`config.mk`:
```
export PLATFORM = sky130hd
export DESIGN_NAME = ocm_ctrl
export DESIGN_NICKNAME = d
export VERILOG_FILES = /design/src/ocm_pkg.sv /design/src/ocm_ctrl.sv
export SDC_FILE = /design/constraint.sdc
export NUM_CORES = 1
export LEC_CHECK = 0
export BUFFER_PORTS_ARGS = -buffer_cell sky130_fd_sc_hd__buf_2
export CAP_MARGIN = 20
export CORE_UTILIZATION = 49
export DETAILED_ROUTE_END_ITERATION = 7
export MAX_ROUTING_LAYER = met4
export PLACE_DENSITY = 0.81
export SLEW_MARGIN = 10
export SYNTH_ARGS = -nofsm -noshare
export SYNTH_HDL_FRONTEND = slang
export SYNTH_SLANG_ARGS = --single-unit
```
`constraint.sdc`:
```
create_clock -name I_SYS_CLK -period 2.8 [get_ports I_SYS_CLK]
set_clock_uncertainty 0.2 [all_clocks]
set_input_delay 0.14 -clock I_SYS_CLK [delete_from_list [all_inputs] [get_ports I_SYS_CLK]]
set_output_delay 0.14 -clock I_SYS_CLK [all_outputs]
set_load 0.03 [all_outputs]
```
`src/ocm_pkg.sv`:
```
// shared constants for the nonvolatile memory command controller
package ocm_pkg;
  localparam int          OCM_AW           = 16;
  localparam int          OCM_DW           = 16;
  localparam logic [15:0] OCM_CTRL_ADDR    = 16'h400A;
  localparam logic [15:0] OCM_STAT_ADDR    = 16'h4012;
  localparam logic [15:0] OCM_MASK_ADDR    = 16'h401A;
  // control word fields
  localparam int          OCM_PROG_BIT     = 15;
  localparam int          OCM_MEM_BIT      = 13;
  localparam int          OCM_FINAL_BIT    = 11;
  localparam int          OCM_VERIFY_BIT   = 10;
  localparam int          OCM_WRITE_BIT    = 9;
  localparam int          OCM_READ_BIT     = 8;
  localparam int          OCM_MARGIN_HI    = 7;
  localparam int          OCM_MARGIN_LO    = 6;
  localparam int          OCM_BULK_BIT     = 5;
  localparam int          OCM_PAGE_HI      = 1;
  localparam int          OCM_PAGE_LO      = 0;
  // status and mask fields
  localparam int          OCM_DONE_BIT     = 5;
  localparam int          OCM_FAIL_BIT     = 4;
  localparam int          OCM_BUSY_BIT     = 0;
  localparam logic [15:0] OCM_CTRL_RST     = 16'h2000;
  localparam logic [1:0]  OCM_MASK_RST     = 2'h3;
  localparam logic [15:0] OCM_UNLOCK_CODE  = 16'h0000;
  // page ranges
  localparam logic [2:0]  OCM_OTP_FIRST    = 3'h0;
  localparam logic [2:0]  OCM_OTP_LAST     = 3'h3;
  localparam logic [2:0]  OCM_EE_FIRST     = 3'h2;
  localparam logic [2:0]  OCM_EE_LAST      = 3'h4;
  localparam logic [2:0]  OCM_USER_FIRST   = 3'h2;
  localparam logic [1:0]  OCM_EE_RSVD_PAGE = 2'h3;
  localparam logic [1:0]  OCM_MARGIN_RSVD  = 2'h1;
  typedef enum logic [1:0] {
    OCM_OP_READ   = 2'h0,
    OCM_OP_WRITE  = 2'h1,
    OCM_OP_VERIFY = 2'h2,
    OCM_OP_FINAL  = 2'h3
  } ocm_op_t;
  typedef enum logic [2:0] {
    OCM_ST_IDLE  = 3'b001,
    OCM_ST_ISSUE = 3'b010,
    OCM_ST_WAIT  = 3'b100
  } ocm_state_t;
endpackage

```
`src/ocm_ctrl.sv`:
```
// command, page sequencing and event flag logic for the OTP / config EEPROM
//
// Function
// - bit 15 enters program state until reset
// - protected fields change only when key unlocked
// - bit 13 selects EEPROM(0) or OTP(1), resets 1
// - bit 10 launches verify of selected pages
// - bit 9 launches OTP page programming
// - bit 8 launches read of selected pages
// - bit 11 finalises; later finalised writes fail
// - bits 7:6 set sense margin level
// - bit 5 selects single page or all
// - OTP page field picks pages 0 to 3
// - EEPROM page field maps to pages 2-4
// - done flag on command or auto-program end
// - fail flag on EEPROM read, verify, finalised-write errors
// - flags rise-set, cleared by writing one
// - unmasked set flag drives memory interrupt
// - masks block flags, both reset to one
// - commands only after program state entered
// - read copies pages into register window
// - verify compares OTP against register window
//
// The implementer's own choice: the plain strobed port.
`timescale 1ns/10ps
module ocm_ctrl
  import ocm_pkg::*;
(
  input  wire logic              I_SYS_CLK,    // system clock, 200 MHz
  input  wire logic              I_RESET,      // synchronous reset, active high
  input  wire logic [OCM_AW-1:0] I_ADDR,       // register address
  input  wire logic [OCM_DW-1:0] I_WDATA,      // register write data
  input  wire logic              I_WR,         // write strobe
  input  wire logic              I_RD,         // read strobe
  output logic      [OCM_DW-1:0] O_RDATA,      // read data, cycle after I_RD
  input  wire logic              I_KEY_UNLOCK, // security key accepted, level
  input  wire logic              I_OTP_FINAL,  // user pages finalised in the array
  input  wire logic              I_CMD_DONE,   // array or EEPROM finished a page, pulse
  input  wire logic              I_CMD_FAIL,   // page failed or mismatched, with I_CMD_DONE
  input  wire logic              I_AUTO_DONE,  // automatic programming finished, level
  output logic                   O_CMD_START,  // start one page operation, pulse
  output ocm_op_t                O_CMD_OP,     // operation of the page step
  output logic                   O_CMD_MEM,    // 1 OTP array, 0 external EEPROM
  output logic      [1:0]        O_CMD_MARGIN, // sense margin level
  output logic      [2:0]        O_CMD_PAGE,   // page of window and memory
  output logic                   O_PROG_STATE, // device in program state
  output logic                   O_MEM_IRQ     // primary memory interrupt
);

  ocm_state_t  state_reg;
  ocm_state_t  state_next;
  logic        prog_reg;
  logic        mem_reg;
  logic [1:0]  margin_reg;
  logic        bulk_reg;
  logic [1:0]  pgsel_reg;
  logic        done_reg;
  logic        fail_reg;
  logic [1:0]  mask_reg;
  logic        final_lock_reg;
  logic        auto_dly_reg;
  ocm_op_t     op_reg;
  logic        op_mem_reg;
  logic [1:0]  op_margin_reg;
  logic [2:0]  page_reg;
  logic [2:0]  last_reg;
  logic        start_reg;
  logic [15:0] rdata_reg;
  logic        irq_reg;

  wire wr_ctrl = I_WR && (I_ADDR == OCM_CTRL_ADDR);
  wire wr_stat = I_WR && (I_ADDR == OCM_STAT_ADDR);
  wire wr_mask = I_WR && (I_ADDR == OCM_MASK_ADDR);
  wire wr_key  = wr_ctrl && I_KEY_UNLOCK;
  wire [3:0] cmd_bits = {I_WDATA[OCM_FINAL_BIT], I_WDATA[OCM_VERIFY_BIT],
                         I_WDATA[OCM_WRITE_BIT], I_WDATA[OCM_READ_BIT]};
  wire cmd_one  = (cmd_bits != 4'h0) && ((cmd_bits & (cmd_bits - 4'h1)) == 4'h0);
  wire new_mem  = I_WDATA[OCM_MEM_BIT];
  wire new_bulk = I_WDATA[OCM_BULK_BIT];
  wire [1:0] new_pg = I_WDATA[OCM_PAGE_HI:OCM_PAGE_LO];
  // EEPROM supports read only, and its page code 11 has no page
  wire cmd_legal = new_mem ? 1'b1 : (I_WDATA[OCM_READ_BIT] && (new_bulk || new_pg != OCM_EE_RSVD_PAGE));
  wire idle = (state_reg == OCM_ST_IDLE);
  wire launch = wr_key && prog_reg && cmd_one && cmd_legal && idle;
  wire ocm_op_t new_op = I_WDATA[OCM_FINAL_BIT]  ? OCM_OP_FINAL  :
                         I_WDATA[OCM_VERIFY_BIT] ? OCM_OP_VERIFY :
                         I_WDATA[OCM_WRITE_BIT]  ? OCM_OP_WRITE  : OCM_OP_READ;
  wire [2:0] ee_page = {1'b0, new_pg} + OCM_EE_FIRST;
  wire [2:0] one_page = new_mem ? {1'b0, new_pg} : ee_page;
  wire [2:0] first_pg = !new_bulk ? one_page : (new_mem ? OCM_OTP_FIRST : OCM_EE_FIRST);
  wire [2:0] last_pg  = !new_bulk ? one_page : (new_mem ? OCM_OTP_LAST : OCM_EE_LAST);
  // factory pages are always finalised; user pages once the lock is set
  wire page_final = (page_reg < OCM_USER_FIRST) || final_lock_reg || I_OTP_FINAL;
  wire write_blocked = (op_reg == OCM_OP_WRITE) && page_final;
  wire step_done = (state_reg == OCM_ST_WAIT) && I_CMD_DONE;
  wire last_step = (page_reg == last_reg);
  wire fail_hit = (state_reg == OCM_ST_ISSUE && write_blocked) ||
                  (step_done && I_CMD_FAIL && ((op_reg == OCM_OP_VERIFY) ||
                  (op_reg == OCM_OP_READ && !op_mem_reg)));
  wire cmd_end = ((state_reg == OCM_ST_ISSUE && write_blocked) || step_done) && last_step;
  wire done_ev = cmd_end || (I_AUTO_DONE && !auto_dly_reg);
  wire [1:0] flag_clr = wr_stat ? {I_WDATA[OCM_DONE_BIT], I_WDATA[OCM_FAIL_BIT]} : 2'h0;
  wire done_next = done_ev || (done_reg && !flag_clr[1]);
  wire fail_next = fail_hit || (fail_reg && !flag_clr[0]);
  wire irq_next = (done_reg && !mask_reg[1]) || (fail_reg && !mask_reg[0]);
  wire [15:0] ctrl_rd = {prog_reg, 1'b0, mem_reg, 5'h00, margin_reg, bulk_reg, 3'h0, pgsel_reg};
  wire [15:0] stat_rd = {10'h000, done_reg, fail_reg, 3'h0, !idle};
  wire [15:0] mask_rd = {10'h000, mask_reg, 4'h0};
  wire [15:0] rd_mux = (I_ADDR == OCM_CTRL_ADDR) ? ctrl_rd :
                       (I_ADDR == OCM_STAT_ADDR) ? stat_rd :
                       (I_ADDR == OCM_MASK_ADDR) ? mask_rd : 16'h0000;

  always_comb begin
    state_next = state_reg;
    unique case (state_reg)
      OCM_ST_IDLE:  if (launch) state_next = OCM_ST_ISSUE;
      OCM_ST_ISSUE: if (write_blocked && last_step) state_next = OCM_ST_IDLE;
                    else if (!write_blocked) state_next = OCM_ST_WAIT;
      OCM_ST_WAIT:  if (I_CMD_DONE) state_next = last_step ? OCM_ST_IDLE : OCM_ST_ISSUE;
      default:      state_next = OCM_ST_IDLE;
    endcase
  end

  // software-visible control fields
  always_ff @(posedge I_SYS_CLK) begin
    if (I_RESET) begin
      prog_reg   <= 1'b0;
      mem_reg    <= OCM_CTRL_RST[OCM_MEM_BIT];
      margin_reg <= 2'h0;
      bulk_reg   <= 1'b0;
      pgsel_reg  <= 2'h0;
      mask_reg   <= OCM_MASK_RST;
    end else begin
      if (wr_key && I_WDATA[OCM_PROG_BIT]) begin
        prog_reg <= 1'b1;
      end
      if (wr_key) begin
        mem_reg    <= new_mem;
        margin_reg <= I_WDATA[OCM_MARGIN_HI:OCM_MARGIN_LO];
      end
      if (wr_ctrl) begin
        bulk_reg  <= new_bulk;
        pgsel_reg <= new_pg;
      end
      if (wr_mask) begin
        mask_reg <= {I_WDATA[OCM_DONE_BIT], I_WDATA[OCM_FAIL_BIT]};
      end
    end
  end

  // page sequencer toward the array / EEPROM
  always_ff @(posedge I_SYS_CLK) begin
    if (I_RESET) begin
      state_reg      <= OCM_ST_IDLE;
      op_reg         <= OCM_OP_READ;
      op_mem_reg     <= 1'b1;
      op_margin_reg  <= 2'h0;
      page_reg       <= 3'h0;
      last_reg       <= 3'h0;
      start_reg      <= 1'b0;
      final_lock_reg <= 1'b0;
    end else begin
      state_reg <= state_next;
      start_reg <= (state_reg == OCM_ST_ISSUE) && !write_blocked;
      if (launch) begin
        op_reg        <= new_op;
        op_mem_reg    <= new_mem;
        op_margin_reg <= I_WDATA[OCM_MARGIN_HI:OCM_MARGIN_LO];
        page_reg      <= first_pg;
        last_reg      <= last_pg;
      end else if (((state_reg == OCM_ST_ISSUE && write_blocked) || step_done) && !last_step) begin
        page_reg <= page_reg + 3'h1;
      end
      if (step_done && op_reg == OCM_OP_FINAL && !I_CMD_FAIL) begin
        final_lock_reg <= 1'b1;
      end
    end
  end

  // event flags, interrupt and read port
  always_ff @(posedge I_SYS_CLK) begin
    if (I_RESET) begin
      done_reg     <= 1'b0;
      fail_reg     <= 1'b0;
      // a level still high at release is old news, not a fresh completion
      auto_dly_reg <= 1'b1;
      irq_reg      <= 1'b0;
      rdata_reg    <= 16'h0000;
    end else begin
      done_reg     <= done_next;
      fail_reg     <= fail_next;
      auto_dly_reg <= I_AUTO_DONE;
      irq_reg      <= irq_next;
      rdata_reg    <= I_RD ? rd_mux : 16'h0000;
    end
  end

  assign O_RDATA      = rdata_reg;
  assign O_CMD_START  = start_reg;
  assign O_CMD_OP     = op_reg;
  assign O_CMD_MEM    = op_mem_reg;
  assign O_CMD_MARGIN = op_margin_reg;
  assign O_CMD_PAGE   = page_reg;
  assign O_PROG_STATE = prog_reg;
  assign O_MEM_IRQ    = irq_reg;
endmodule

```
After elaboration in Yosys (flattened, before gate mapping)
Cells that the tools add are included.
Widths: inputs -> output; s select.
- equal/unequal tests: 14
- add/sub/neg operators: 3
- order comparisons: 1
- reductions and logical operators: 56
- multiplexer cells: 21
- bitwise gates (word level): 2
- operators with widths (cell ; number):
    $eq 16x15->1 const B ; 3
    $mux 3 ; 10
    $logic_and 1x1->1 ; 28
    $mux 16 ; 1
    $mux 6 ; 2
    $logic_not 1->1 ; 10
    $logic_or 1x1->1 ; 10
    $mux 2 ; 5
    $pmux 3 s3 ; 1
    $and 4x4->4 ; 1
    $eq 2x2->1 const B ; 2
    $logic_not 4->1 ; 1
    $ne 2x2->1 const B ; 2
    $reduce_bool 4->1 ; 1
    $reduce_or 4->1 ; 1
    $sub 4x1->4 const B ; 1
    $add 2x2->3 const B ; 1
    $add 3x1->3 const B ; 1
    $eq 3x1->1 const B ; 1
    $eq 3x2->1 const B ; 1
    $eq 3x3->1 ; 1
    $eq 3x3->1 const B ; 1
    $lt 3x2->1 const B ; 1
    $ne 3x3->1 const B ; 1
    other kinds (9) ; 10
- input port bits: 41
- bits in registers: 45
- output and inout port bits: 27
- logic and storage cells: 118

Longest topological paths before layout
Gate-level depths: netlist (run 1).
- depth after elaboration: 9
- mapped depth: 7
- mapped depth without buffers: 6

Least setup slack after synthesis (run 1)
No wires, ideal clock.
- path type: register to register
- from: register state_reg[1]
- to: register op_margin_reg[0] (netlist: O_CMD_MARGIN[0])
- arrival: 1640 ps
- cell stages (with the launch flop): 8
- path buffers: 2
- data required time: 2472 ps
- setup time: 128 ps
- clock period less this slack: 1967 ps
- setup slack: 833 ps
- path through: dfxtp_1 buf_2 nor3b_2 nand4_1 a2111oi_4 buf_6 mux2i_1 nor2_1
- word-level cells in the longest chain between the ends: 2
- RTL lines (element ; line ; source):
    start, declared ; ocm_ctrl.sv:50 ; ocm_state_t state_reg;
    start signal, assigned ; ocm_ctrl.sv:163 ; state_reg <= state_next;
    $eq 3x1->1 ; ocm_ctrl.sv:83 ; wire idle = (state_reg == OCM_ST_IDLE);
    $logic_and 1x1->1 ; ocm_ctrl.sv:84 ; wire launch = wr_key && prog_reg && cmd_one && cmd_legal && idle;
    end signal, assigned ; ocm_ctrl.sv:168 ; op_margin_reg <= I_WDATA[OCM_MARGIN_HI:OCM_MARGIN_LO];
    end, declared ; ocm_ctrl.sv:64 ; logic [1:0] op_margin_reg;
No other way between the ends.
A chain may end at the register's enable or synchronous reset.

Worst setup path after layout (run 1)
- from: input I_ADDR[4]
- to: register prog_reg (netlist: O_PROG_STATE)
- word-level cells in the longest chain between the ends: 4
- RTL lines (element ; line ; source):
    start, declared ; ocm_ctrl.sv:31 ; input wire logic [OCM_AW-1:0] I_ADDR,
    $eq 16x15->1 ; ocm_ctrl.sv:71 ; wire wr_ctrl = I_WR && (I_ADDR == OCM_CTRL_ADDR);
    $logic_and 1x1->1 ; ocm_ctrl.sv:71 ;
    $logic_and 1x1->1 ; ocm_ctrl.sv:74 ; wire wr_key = wr_ctrl && I_KEY_UNLOCK;
    $logic_and 1x1->1 ; ocm_ctrl.sv:134 ; if (wr_key && I_WDATA[OCM_PROG_BIT]) begin
    end signal, assigned ; ocm_ctrl.sv:127 ; prog_reg <= 1'b0;
    end signal, assigned ; ocm_ctrl.sv:135 ; prog_reg <= 1'b1;
    end, declared ; ocm_ctrl.sv:52 ; logic prog_reg;
No other way between the ends.

==> summary.md, run 1 <==
| Metric | Value |
|---|---|
| Outcome | complete, no violations |
| Clock transition at the registers of the reported paths | around 0.070 ns |
| Async SR Flop Fraction | 0 |
| Met2 Resource Use GR | 0.375 |
| GPL Wtd Cong | about 0.76 |
| TritonCTS clock tree | built |
| Hold_ws | around 0.0085 ns |
| EDFF count, synth | 0 |
| Slowest-stage cell, CP | dlygate4sd3_1 |
| VDD IR max | around 280 uV |
| Slew @ Worst Pin | 0.666 ns |
| PD cells | approximately 420 nW/um^2 |
| CP Launch Type | primary input |
| Crit Path Class | primary input to flip-flop |
| Cell repeated most along the worst path | dlygate4sd3_1 |
| Via density | about 5.2 |
| Required @ worst endpoint | approximately 2.8 ns |
| Clk sinks | 37 |
| Max Slew Vio Count | 0 |
| Post-synthesis sequential area ratio | 0.392 |
| Clock tree buffer depth | 2 |
| Vias in the first global route | about 1600 |
| Synth cell types | 56 |
| Power Total | 0.000987 W |
| Clk root buf | clkbuf_8 |
| Buf+Inv Stages, Crit Path | 3 |
| Clk_lat worst skew | around 0.28 ns |
| Gate Count Post-Synth | around 210 |
| Die H | about 64 um |
| Met3 GRT Util | 0.0571 |
| Worst Reg-to-Reg Cells | 6 |
| Synthesized flop and latch total | 37 |
| Number of nets in the layout | between 300 and 400 |
| Via count | around 1700 |
| Top delay family on crit path | buffers and inverters |
| Final instance count without filler cells | 324 |
| Lkg Pwr | around 1.0 nW |
| Min-delay worst type | primary input to flip-flop |
| Die Width | 64.1 um |
| Remaining antenna violation count | 0 |
| Period Utilization, post-route | 0.836 |
| Kind of end point of the critical path | flip-flop |
| CP Depth | 7 |
| Placed Cells | roughly 300 |
| CP max FO | 7 |
| Met1 Track Usage GR | 0.280 |
| Core Area | 3690 um^2 |
| First-pass GRT wire length | 7140 um |
| CP peak stage delay | just under 0.6 ns |
| GR Util All Layers | 0.231 |
| WP data arrival | 2.36 ns |
| Largest net degree at the start of global routing | 31 |
| I/O pins | 68 |
| Final WL | 4180 um |
| Max Cap Violations | 0 |
| Total gr overflow | 0 |
| RSZ-0062 raised after global routing | no |
| Initial DRC Count | 73 |
| Fmax | between 400 and 500 MHz |
| Antenna Cells | 0 |
| Dpl hpwl | approximately 3100 um |
| Syn Area/Cell | slightly above 9 um^2 |
| Layout cell share with drive strength beyond 1 | 0.268 |
| Die ar. | slightly above 4000 um^2 |
| Num CTS Buffers | 5 |
| Synth-to-layout area growth | 25.6% |
| Fin crit period | ~2.3 ns |
| Hold path cells | 3 |
| Starting Density | 0.513 |
| Htree depth | 2 |
| Port Buffers | 55 |
| # setup viols final | 0 |
| Initial antenna violation count | 0 |
| Post-synth top flop | dfxtp_1 |
| Ys Warns | 0 |
| # rows | 22 |
| Postcts setup bufs | 0 |
| DRT Pass-1 Iters | 5 |
| Gr busiest metal | met2 |
| Wirelength per Cell | approximately 13 um |
| Synthesized area | about 1900 um^2 |
| Worst slew margin | 0.552 |
| Drc violations | 0 |
| Largest register FFs | 8 |
| Setup TNS | 0 ns |
| Fin. Hold Viols | 0 |
| Critical-path cell list | dlygate4sd3_1, buf_2, nand2b_1, nor3_2, a31oi_1, dlygate4sd3_1, nor2_1 |
[power by group]
| part | internal [W] | total [W] | switching, W |
|---|---|---|---|
| clock network | 0.000177 | 0.000352 | 0.000175 |
| logic | 0.0000465 | 0.000107 | 0.0000604 |
| registers | 0.000528 | 0.000528 | 0.000000733 |
| total | 0.000751 | 0.000987 | 0.000236 |
[through the flow]
step / cell area (um^2) / utilization / worst slack, ns
floorplan: 1920 / - / 0.833
CTS: 2370 / 0.644 / 0.478
detailed placement: 2160 / 0.587 / 0.513
finish: 2370 / 0.644 / 0.459
global placement: 2160 / 0.587 / 0.597
global route: 2370 / 0.644 / 0.358
[worst reg2reg max path, cell delays in order, from the launching register on]
cell and delay, ns:
dfxtp_1 0.55, nor3b_2 0.33, nand4_1 0.20, a2111oi_4 0.36, buf_4 0.27, mux2i_1 0.21, nor2_1 0.06
[layer usage]
metal / wire length, um / share of wire / up-vias
li1: - / - / 859
met1: 2010 / 0.48 / 758
met2: 1920 / 0.46 / 51
met3: 197 / 0.047 / 7
met4: 60 / 0.014 / 0
met5: 0 / 0 / -
[cells in the final DEF, fill, tap and decap left out, types with 6 or more instances in the layout]
cell	instances
a21oi_1	13
buf_2	55
conb_1	8
dfxtp_1	37
dlygate4sd3_1	13
inv_1	6
mux2i_1	11
nand2_1	11
nand2b_1	11
nand3_1	6
nor2_1	23
nor2b_1	6
[cells in the mapped netlist (3+ instances only)]
library cell | number | share of area
a211o_1 | 4 | 0.019
a21oi_1 | 13 | 0.034
and2_1 | 5 | 0.017
buf_4 | 8 | 0.032
clkbuf_1 | 4 | 0.0079
dfxtp_1 | 37 | 0.39
inv_1 | 6 | 0.012
mux2i_1 | 11 | 0.058
nand2_1 | 11 | 0.022
nand2b_1 | 11 | 0.036
nand3_1 | 6 | 0.016
nand4_1 | 4 | 0.013
nor2_1 | 23 | 0.046
nor2b_1 | 6 | 0.020
nor3b_1 | 3 | 0.012
xor2_1 | 5 | 0.023
[final timing paths]
check / start / endpoint / slack (ns)
max reg2reg: state_reg[0] / O_CMD_MARGIN[0] / 0.50
min reg2reg: margin_reg[0] / margin_reg[0] / 0.25
min: I_CMD_DONE / state_reg[2] / 0.009
max: I_ADDR[4] / O_PROG_STATE / 0.46
[repair_timing]
action / in CTS / in global routing
hold buffers: 13 / 0
endpoints found under the hold margin: 16 / 0
resized for setup: 0 / 0
[layout make-up]
class	count	area (um^2)
Fill cell	333	1310
Multi-Input combinational cell	156	1060
Sequential cell	37	741
Timing Repair Buffer	69	413
Clock buffer	8	80.1
Tap cell	48	60.1
Inverter	6	22.5
[kinds of logic after synthesis]
group                    count (synthesis)  share of synthesized area
AND/OR/NAND/NOR                         88                      0.274
AO/OA/AOI/OAI                           40                      0.165
flip-flops                              37                      0.392
buffers and inverters                   21                     0.0622
multiplexers                            12                     0.0642
XOR/XNOR                                 6                     0.0278
adder cells (fa/ha/maj)                  2                     0.0132
other                                    1                    0.00198
Power figures use the tool's default switching activity.
==> run 2: changes to the inputs <==
==> constraint.sdc (replaced) <==
create_clock -name I_SYS_CLK -period 2.2 [get_ports I_SYS_CLK]
set_clock_uncertainty 0.2 [all_clocks]
set_input_delay 0.11 -clock I_SYS_CLK [delete_from_list [all_inputs] [get_ports I_SYS_CLK]]
set_output_delay 0.11 -clock I_SYS_CLK [all_outputs]
set_load 0.03 [all_outputs]
==> summary.md, run 2 (synthesis gave the netlist of run 1 again) <==
| Metric | Value |
|---|---|
| Worst slew margin | 0.556 |
| Layout cell share with drive strength beyond 1 | 0.281 |
| Met2 Resource Use GR | 0.398 |
| Slew @ Worst Pin | around 0.66 ns |
| WP data arrival | 2.07 ns |
| CP Depth | 6 |
| Met3 GRT Util | 0.0625 |
| Lkg Pwr | 1.06 nW |
| Initial DRC Count | roughly 110 |
| Synth-to-layout area growth | 30.9% |
| Gr busiest metal | met2 |
| Clock tree buffer depth | 2 |
| Min-delay worst type | primary input to flip-flop |
| Period Utilization, post-route | 0.949 |
| Fin. Hold Viols | 0 |
| Slowest-stage cell, CP | dfxtp_1 |
| Top delay family on crit path | simple AND/OR/NAND/NOR gates |
| Most frequent cells in the layout | 55 x buf_2, 37 x dfxtp_1, 23 x nor2_1 |
| Clk_lat worst skew | 0.29 ns |
| Htree depth | 2 |
| Layout filler cell count | about 330 |
| Buf+Inv Stages, Crit Path | 1 |
| Fmax | ~480 MHz |
| Die Width | around 64 um |
| Vias in the first global route | roughly 1700 |
| Crit Path Class | flip-flop to flip-flop |
| Outcome | complete, no violations |
| PD cells | about 520 nW/um^2 |
| Clk root buf | clkbuf_8 |
| Final worst slack | roughly 0.11 ns |
| Via density | between 5 and 6 |
| Final WL | approximately 4500 um |
| Power Total | between 0.001 and 0.0015 W |
| Met1 Track Usage GR | 0.299 |
| Initial antenna violation count | 0 |
| Remaining antenna violation count | 0 |
| Placed Area | around 2200 um^2 |
| Dpl hpwl | roughly 3200 um |
| RSZ-0062 raised after global routing | no |
| Worst Reg-to-Reg Cells | 6 |
| GPL Wtd Cong | slightly below 0.8 |
| GR Util All Layers | 0.247 |
| Number of nets in the layout | 328 |
| Required @ worst endpoint | ~2.2 ns |
| Largest net degree at the start of global routing | 30 |
| Clock transition at the registers of the reported paths | roughly 0.07 ns |
| Drc violations | 0 |
| DP Worst Slack | around 0.18 ns |
| Kind of end point of the critical path | flip-flop |
| Die ar. | around 4100 um^2 |
| Critical-path cell list | nor3b_2, nand4_1, a2111oi_4, buf_4, mux2i_1, nand2b_1 |
| VDD IR max | about 420 uV |
| Fin crit period | 2.09 ns |
| First-pass GRT wire length | approximately 7500 um |
| I/O pins | between 60 and 70 |
| # rows | 22 |
| Core Area | roughly 3700 um^2 |
| Num CTS Buffers | 5 |
| Largest register FFs | 8 |
| Wirelength per Cell | between 10 and 15 um |
| Antenna Cells | 0 |
| CP peak stage delay | 0.38 ns |
| Reg area | approximately 740 um^2 |
| Cell area after layout | 2470 um^2 |
| Max Slew Vio Count | 0 |
| Multi-input gate area | roughly 1100 um^2 |
| CP max FO | 13 |
| Clk sinks | 37 |
| Port Buffers | 55 |
| Commonest non-fill, non-tap cell in the layout | buf_2 |
| Setup TNS | 0 ns |
| DRT Pass-1 Iters | 4 |
| Total gr overflow | 0 |
| TritonCTS clock tree | built |
| Via count | ~1800 |
| Starting Density | 0.513 |
| Die H | roughly 64 um |
| Max Cap Violations | 0 |
| # setup viols final | 0 |
| Hold path cells | 3 |
| CP Launch Type | flip-flop |
## run 2: cell count changes in the layout (fill, tap and decap cells not counted)
cell,delta
nor3_4,+1
clkbuf_8,+1
nor3_2,-1
buf_4,+5
dlygate4sd3_1,+5
clkbuf_1,-2
## run 2: power by group
group	total, W	internal, W	switching [W]
logic	0.000143	0.0000642	0.0000784
clock network	0.000479	0.000249	0.000231
registers	0.000672	0.000671	0.000000919
## run 2: metal layers
metal  up-vias  wire (um)
met1       800       2040
li1        885          -
met4         0         66
met2        67       2180
met3         6        258
met5         -          0
## run 2: worst min-delay path, cell delays in order
cell and delay, ns:
buf_2 0.13, o21ai_1 0.10, a21oi_2 0.12
## run 2: worst paths after layout
check                     start             to  slack (ns)
hold reg to reg   margin_reg[0]  margin_reg[0]        0.26
setup reg to reg   state_reg[2]      O_CMD_MEM        0.11
hold / removal      I_WDATA[11]    O_CMD_OP[0]        0.01
setup / recovery   state_reg[2]      O_CMD_MEM        0.11
## run 2: final cells by class
class,count,share of cell area
Multi-Input combinational cell,156,0.430
Sequential cell,37,0.299
Timing Repair Buffer,79,0.202
Clock buffer,7,0.0349
Tap cell,48,0.0243
Inverter,6,0.00910
## run 2: metrics by stage
stage / utilization / hold WS (ns) / instances
detailed placement: 0.597 / 0.122 / 308
finish: 0.671 / 0.0111 / 333
floorplan: - / 0.0138 / 214
global placement: 0.597 / 0.116 / 308
CTS: 0.669 / 0.00253 / 333
global route: 0.671 / 0.00816 / 333
## run 2: what timing repair did
item                                    in CTS  in global routing
hold buffers                                18                  0
hold endpoints to repair                    20                  0
resized for setup                            0                  1
endpoints found under the setup margin       0                  1
setup buffers                                0                  0
==> run 3: changes to the inputs <==
--- a/config.mk
+++ b/config.mk
@@ -5,12 +5,13 @@
 export SDC_FILE = /design/constraint.sdc
 export NUM_CORES = 1
 export LEC_CHECK = 0
+export ABC_AREA = 1
 export BUFFER_PORTS_ARGS = -buffer_cell sky130_fd_sc_hd__buf_2
 export CAP_MARGIN = 20
-export CORE_UTILIZATION = 49
+export CORE_UTILIZATION = 52
 export DETAILED_ROUTE_END_ITERATION = 7
 export MAX_ROUTING_LAYER = met4
-export PLACE_DENSITY = 0.81
+export PLACE_DENSITY = 0.86
 export SLEW_MARGIN = 10
 export SYNTH_ARGS = -nofsm -noshare
 export SYNTH_HDL_FRONTEND = slang
==> constraint.sdc (replaced) <==
create_clock -name I_SYS_CLK -period 2.47 [get_ports I_SYS_CLK]
set_clock_uncertainty 0.2 [all_clocks]
set_input_delay 0.1235 -clock I_SYS_CLK [delete_from_list [all_inputs] [get_ports I_SYS_CLK]]
set_output_delay 0.1235 -clock I_SYS_CLK [all_outputs]
set_load 0.03 [all_outputs]
==> summary.md, run 3 <==
| Metric | Value |
|---|---|
| Commonest non-fill, non-tap cell in the layout | buf_2 |
| Required @ worst endpoint | 2.51 ns |
| Number of nets in the layout | 377 |
| Starting Density | 0.543 |
| First-pass GRT wire length | approximately 7000 um |
| Synthesized area | around 1800 um^2 |
| Period Utilization, post-route | 0.950 |
| Clk sinks | 37 |
| Top cells by count, synth | 44 x nand2_1, 37 x dfxtp_1, 37 x inv_1, 34 x nor2_1, 27 x a21oi_1 |
| Total gr overflow | 0 |
| WP data arrival | about 2.4 ns |
| Drc violations | 0 |
| # setup viols final | 0 |
| Initial antenna violation count | 0 |
| Hold path cells | 6 |
| Hold Crit Start | I_ADDR[5] |
| Yosys top cell by area | dfxtp_1 |
| Remaining antenna violation count | 0 |
| Final WL | about 4500 um |
| Htree depth | 2 |
| Reg2reg end | O_CMD_MARGIN[0] |
| Reg2Reg Launch Point | state_reg[1] |
| Via count | 1913 |
| VDD IR max | 268 uV |
| Post-synth top flop | dfxtp_1 |
| Fmax | 426 MHz |
| I/O pins | slightly below 70 |
| Most frequent cells in the layout | 55 x buf_2, 44 x nand2_1, 37 x dfxtp_1, 37 x inv_1, 34 x nor2_1 |
| Hold_ws | ~0.0024 ns |
| Layout filler cell count | between 200 and 300 |
| CP max FO | 15 |
| Kind of end point of the critical path | flip-flop |
| Die H | roughly 61 um |
| Vias in the first global route | between 1500 and 2000 |
| Gate Count Post-Synth | approximately 250 |
| Post-synthesis sequential area ratio | 0.409 |
| Critical-path cell list | dlygate4sd3_1, buf_2, nor2_1, inv_1, nand2_1, nand2_1, nor2_1, nand2_2, nor2_4, nand2_4, nand2_1, a21oi_1, dlygate4sd3_1 |
| Via density | just over 5 |
| # rows | 21 |
| Worst Reg-to-Reg Cells | 7 |
| Clock tree buffer depth | 2 |
| Clk root buf | clkbuf_4 |
| Hold Crit Endpoint | O_RDATA[4] |
| DP Worst Slack | roughly 0.74 ns |
| Cell repeated most along the worst path | nand2_1 |
| Dpl hpwl | 3050 um |
| Antenna Cells | 0 |
| Clock transition at the registers of the reported paths | ~0.10 ns |
| Initial DRC Count | between 80 and 90 |
| Placed Area | between 2000 and 2500 um^2 |
| Setup TNS | 0 ns |
| GPL Wtd Cong | approximately 0.85 |
| Synthesized flop and latch total | 37 |
| Clk_lat worst skew | approximately 0.34 ns |
| Slowest-stage cell, CP | dlygate4sd3_1 |
| Largest net degree at the start of global routing | 17 |
| Fin crit period | 2.35 ns |
| Fin. Hold Viols | 0 |
| Outcome | complete, no violations |
| Core Area | about 3300 um^2 |
| Cell area after layout | ~2400 um^2 |
| Count leader, synth | nand2_1 |
| Synth-to-layout area growth | 31.0% |
| Async SR Flop Fraction | 0 |
| GR Util All Layers | 0.268 |
| Die ar. | ~3700 um^2 |
| DRT Pass-1 Iters | 8 |
| EDFF count, synth | 0 |
| Final worst slack | ~0.12 ns |
| Synth cell types | 29 |
| Ys Warns | 0 |
| Lkg Pwr | ~1.1 nW |
| TritonCTS clock tree | built |
| Largest register FFs | 8 |
| Wirelength per Cell | approximately 12 um |
| Post-CTS resize count | 0 |
| RSZ-0062 raised after global routing | no |
| Max Cap Violations | 0 |
| Syn Area/Cell | ~7.1 um^2 |
| R2R setup slack | between 0.3 and 0.4 ns |
| Power Total | around 0.0010 W |
| PD cells | about 440 nW/um^2 |
| Post-synth top area share | 0.409 |
| Min-delay worst type | primary input to flip-flop |
| Die Width | ~60 um |
| CP Launch Type | primary input |
| Num CTS Buffers | 5 |
| Layout cell share with drive strength beyond 1 | 0.219 |
| CP peak stage delay | 0.57 ns |
| Synth top area cells | dfxtp_1 41%, nand2_1 9.1%, inv_1 7.7%, a21oi_1 7.5%, nor2_1 7.0% |
| Port Buffers | 55 |
| Crit Path Class | primary input to flip-flop |
| Max Slew Vio Count | 0 |
==> run 3: per-layer routing <==
layer / routed length [um] / vias to the layer above / global-route usage
met5: 0 / - / -
met4: 126 / 0 / 0.140
met3: 277 / 16 / 0.0469
met2: 2360 / 72 / 0.473
met1: 1750 / 873 / 0.285
li1: - / 952 / -
==> run 3: cell families (layout without fill, tap and decap cells) <==
group | Yosys count | after routing | share of synthesized area
AO/OA/AOI/OAI | 51 | 51 | 0.148
XOR/XNOR | 5 | 5 | 0.0242
flip-flops | 37 | 37 | 0.409
adder cells (fa/ha/maj) | 2 | 2 | 0.0138
buffers and inverters | 51 | 124 | 0.126
other | 1 | 8 | 0.00207
AND/OR/NAND/NOR | 107 | 107 | 0.276
==> run 3: worst max path at each step <==
stage            startpoint               to  slack [ns]  cells after the start
2_1_floorplan  O_PROG_STATE      last_reg[1]        0.79                      8
3_3_place_gp     I_ADDR[11]    O_CMD_PAGE[2]        0.75                     11
3_5_place_dp      I_ADDR[9]    O_CMD_PAGE[2]        0.74                     11
4_1_cts         I_WDATA[11]  O_CMD_MARGIN[0]        0.15                     13
5_1_grt         I_WDATA[11]  O_CMD_MARGIN[1]        0.03                     13
6_report        I_WDATA[11]  O_CMD_MARGIN[0]        0.12                     13
==> run 3: critical path, delay by kind of cell <==
kind / cells / cell delay [ns]
buffers and inverters: 4 / 1.33
AND/OR/NAND/NOR: 8 / 0.84
AO/OA/AOI/OAI: 1 / 0.07
==> run 3: where the power goes <==
| part | internal (W) | total [W] | switching [W] |
|---|---|---|---|
| combinational | 0.0000502 | 0.000118 | 0.0000675 |
| sequential | 0.000598 | 0.000599 | 0.000000920 |
| clock | 0.000134 | 0.000323 | 0.000189 |
==> run 3: layout make-up <==
| cell class | count | area, um^2 | area share |
|---|---|---|---|
| Multi-Input combinational cell | 173 | 867 | 0.366 |
| Sequential cell | 37 | 741 | 0.312 |
| Timing Repair Buffer | 78 | 505 | 0.213 |
| Inverter | 39 | 146 | 0.0617 |
| Tap cell | 46 | 57.6 | 0.0243 |
| Clock buffer | 7 | 55.1 | 0.0232 |
==> run 3: stage by stage <==
step | utilization | cells
floorplan | - | 261
global placement | 0.625 | 350
detailed placement | 0.625 | 350
CTS | 0.711 | 380
global route | 0.711 | 380
finish | 0.711 | 380
==> run 3: what timing repair did <==
action | 4_1_cts | 5_1_grt
setup endpoints to repair | 0 | 2
endpoints found under the hold margin | 25 | 0
hold buffers | 23 | 0
buffers inserted | 0 | 0
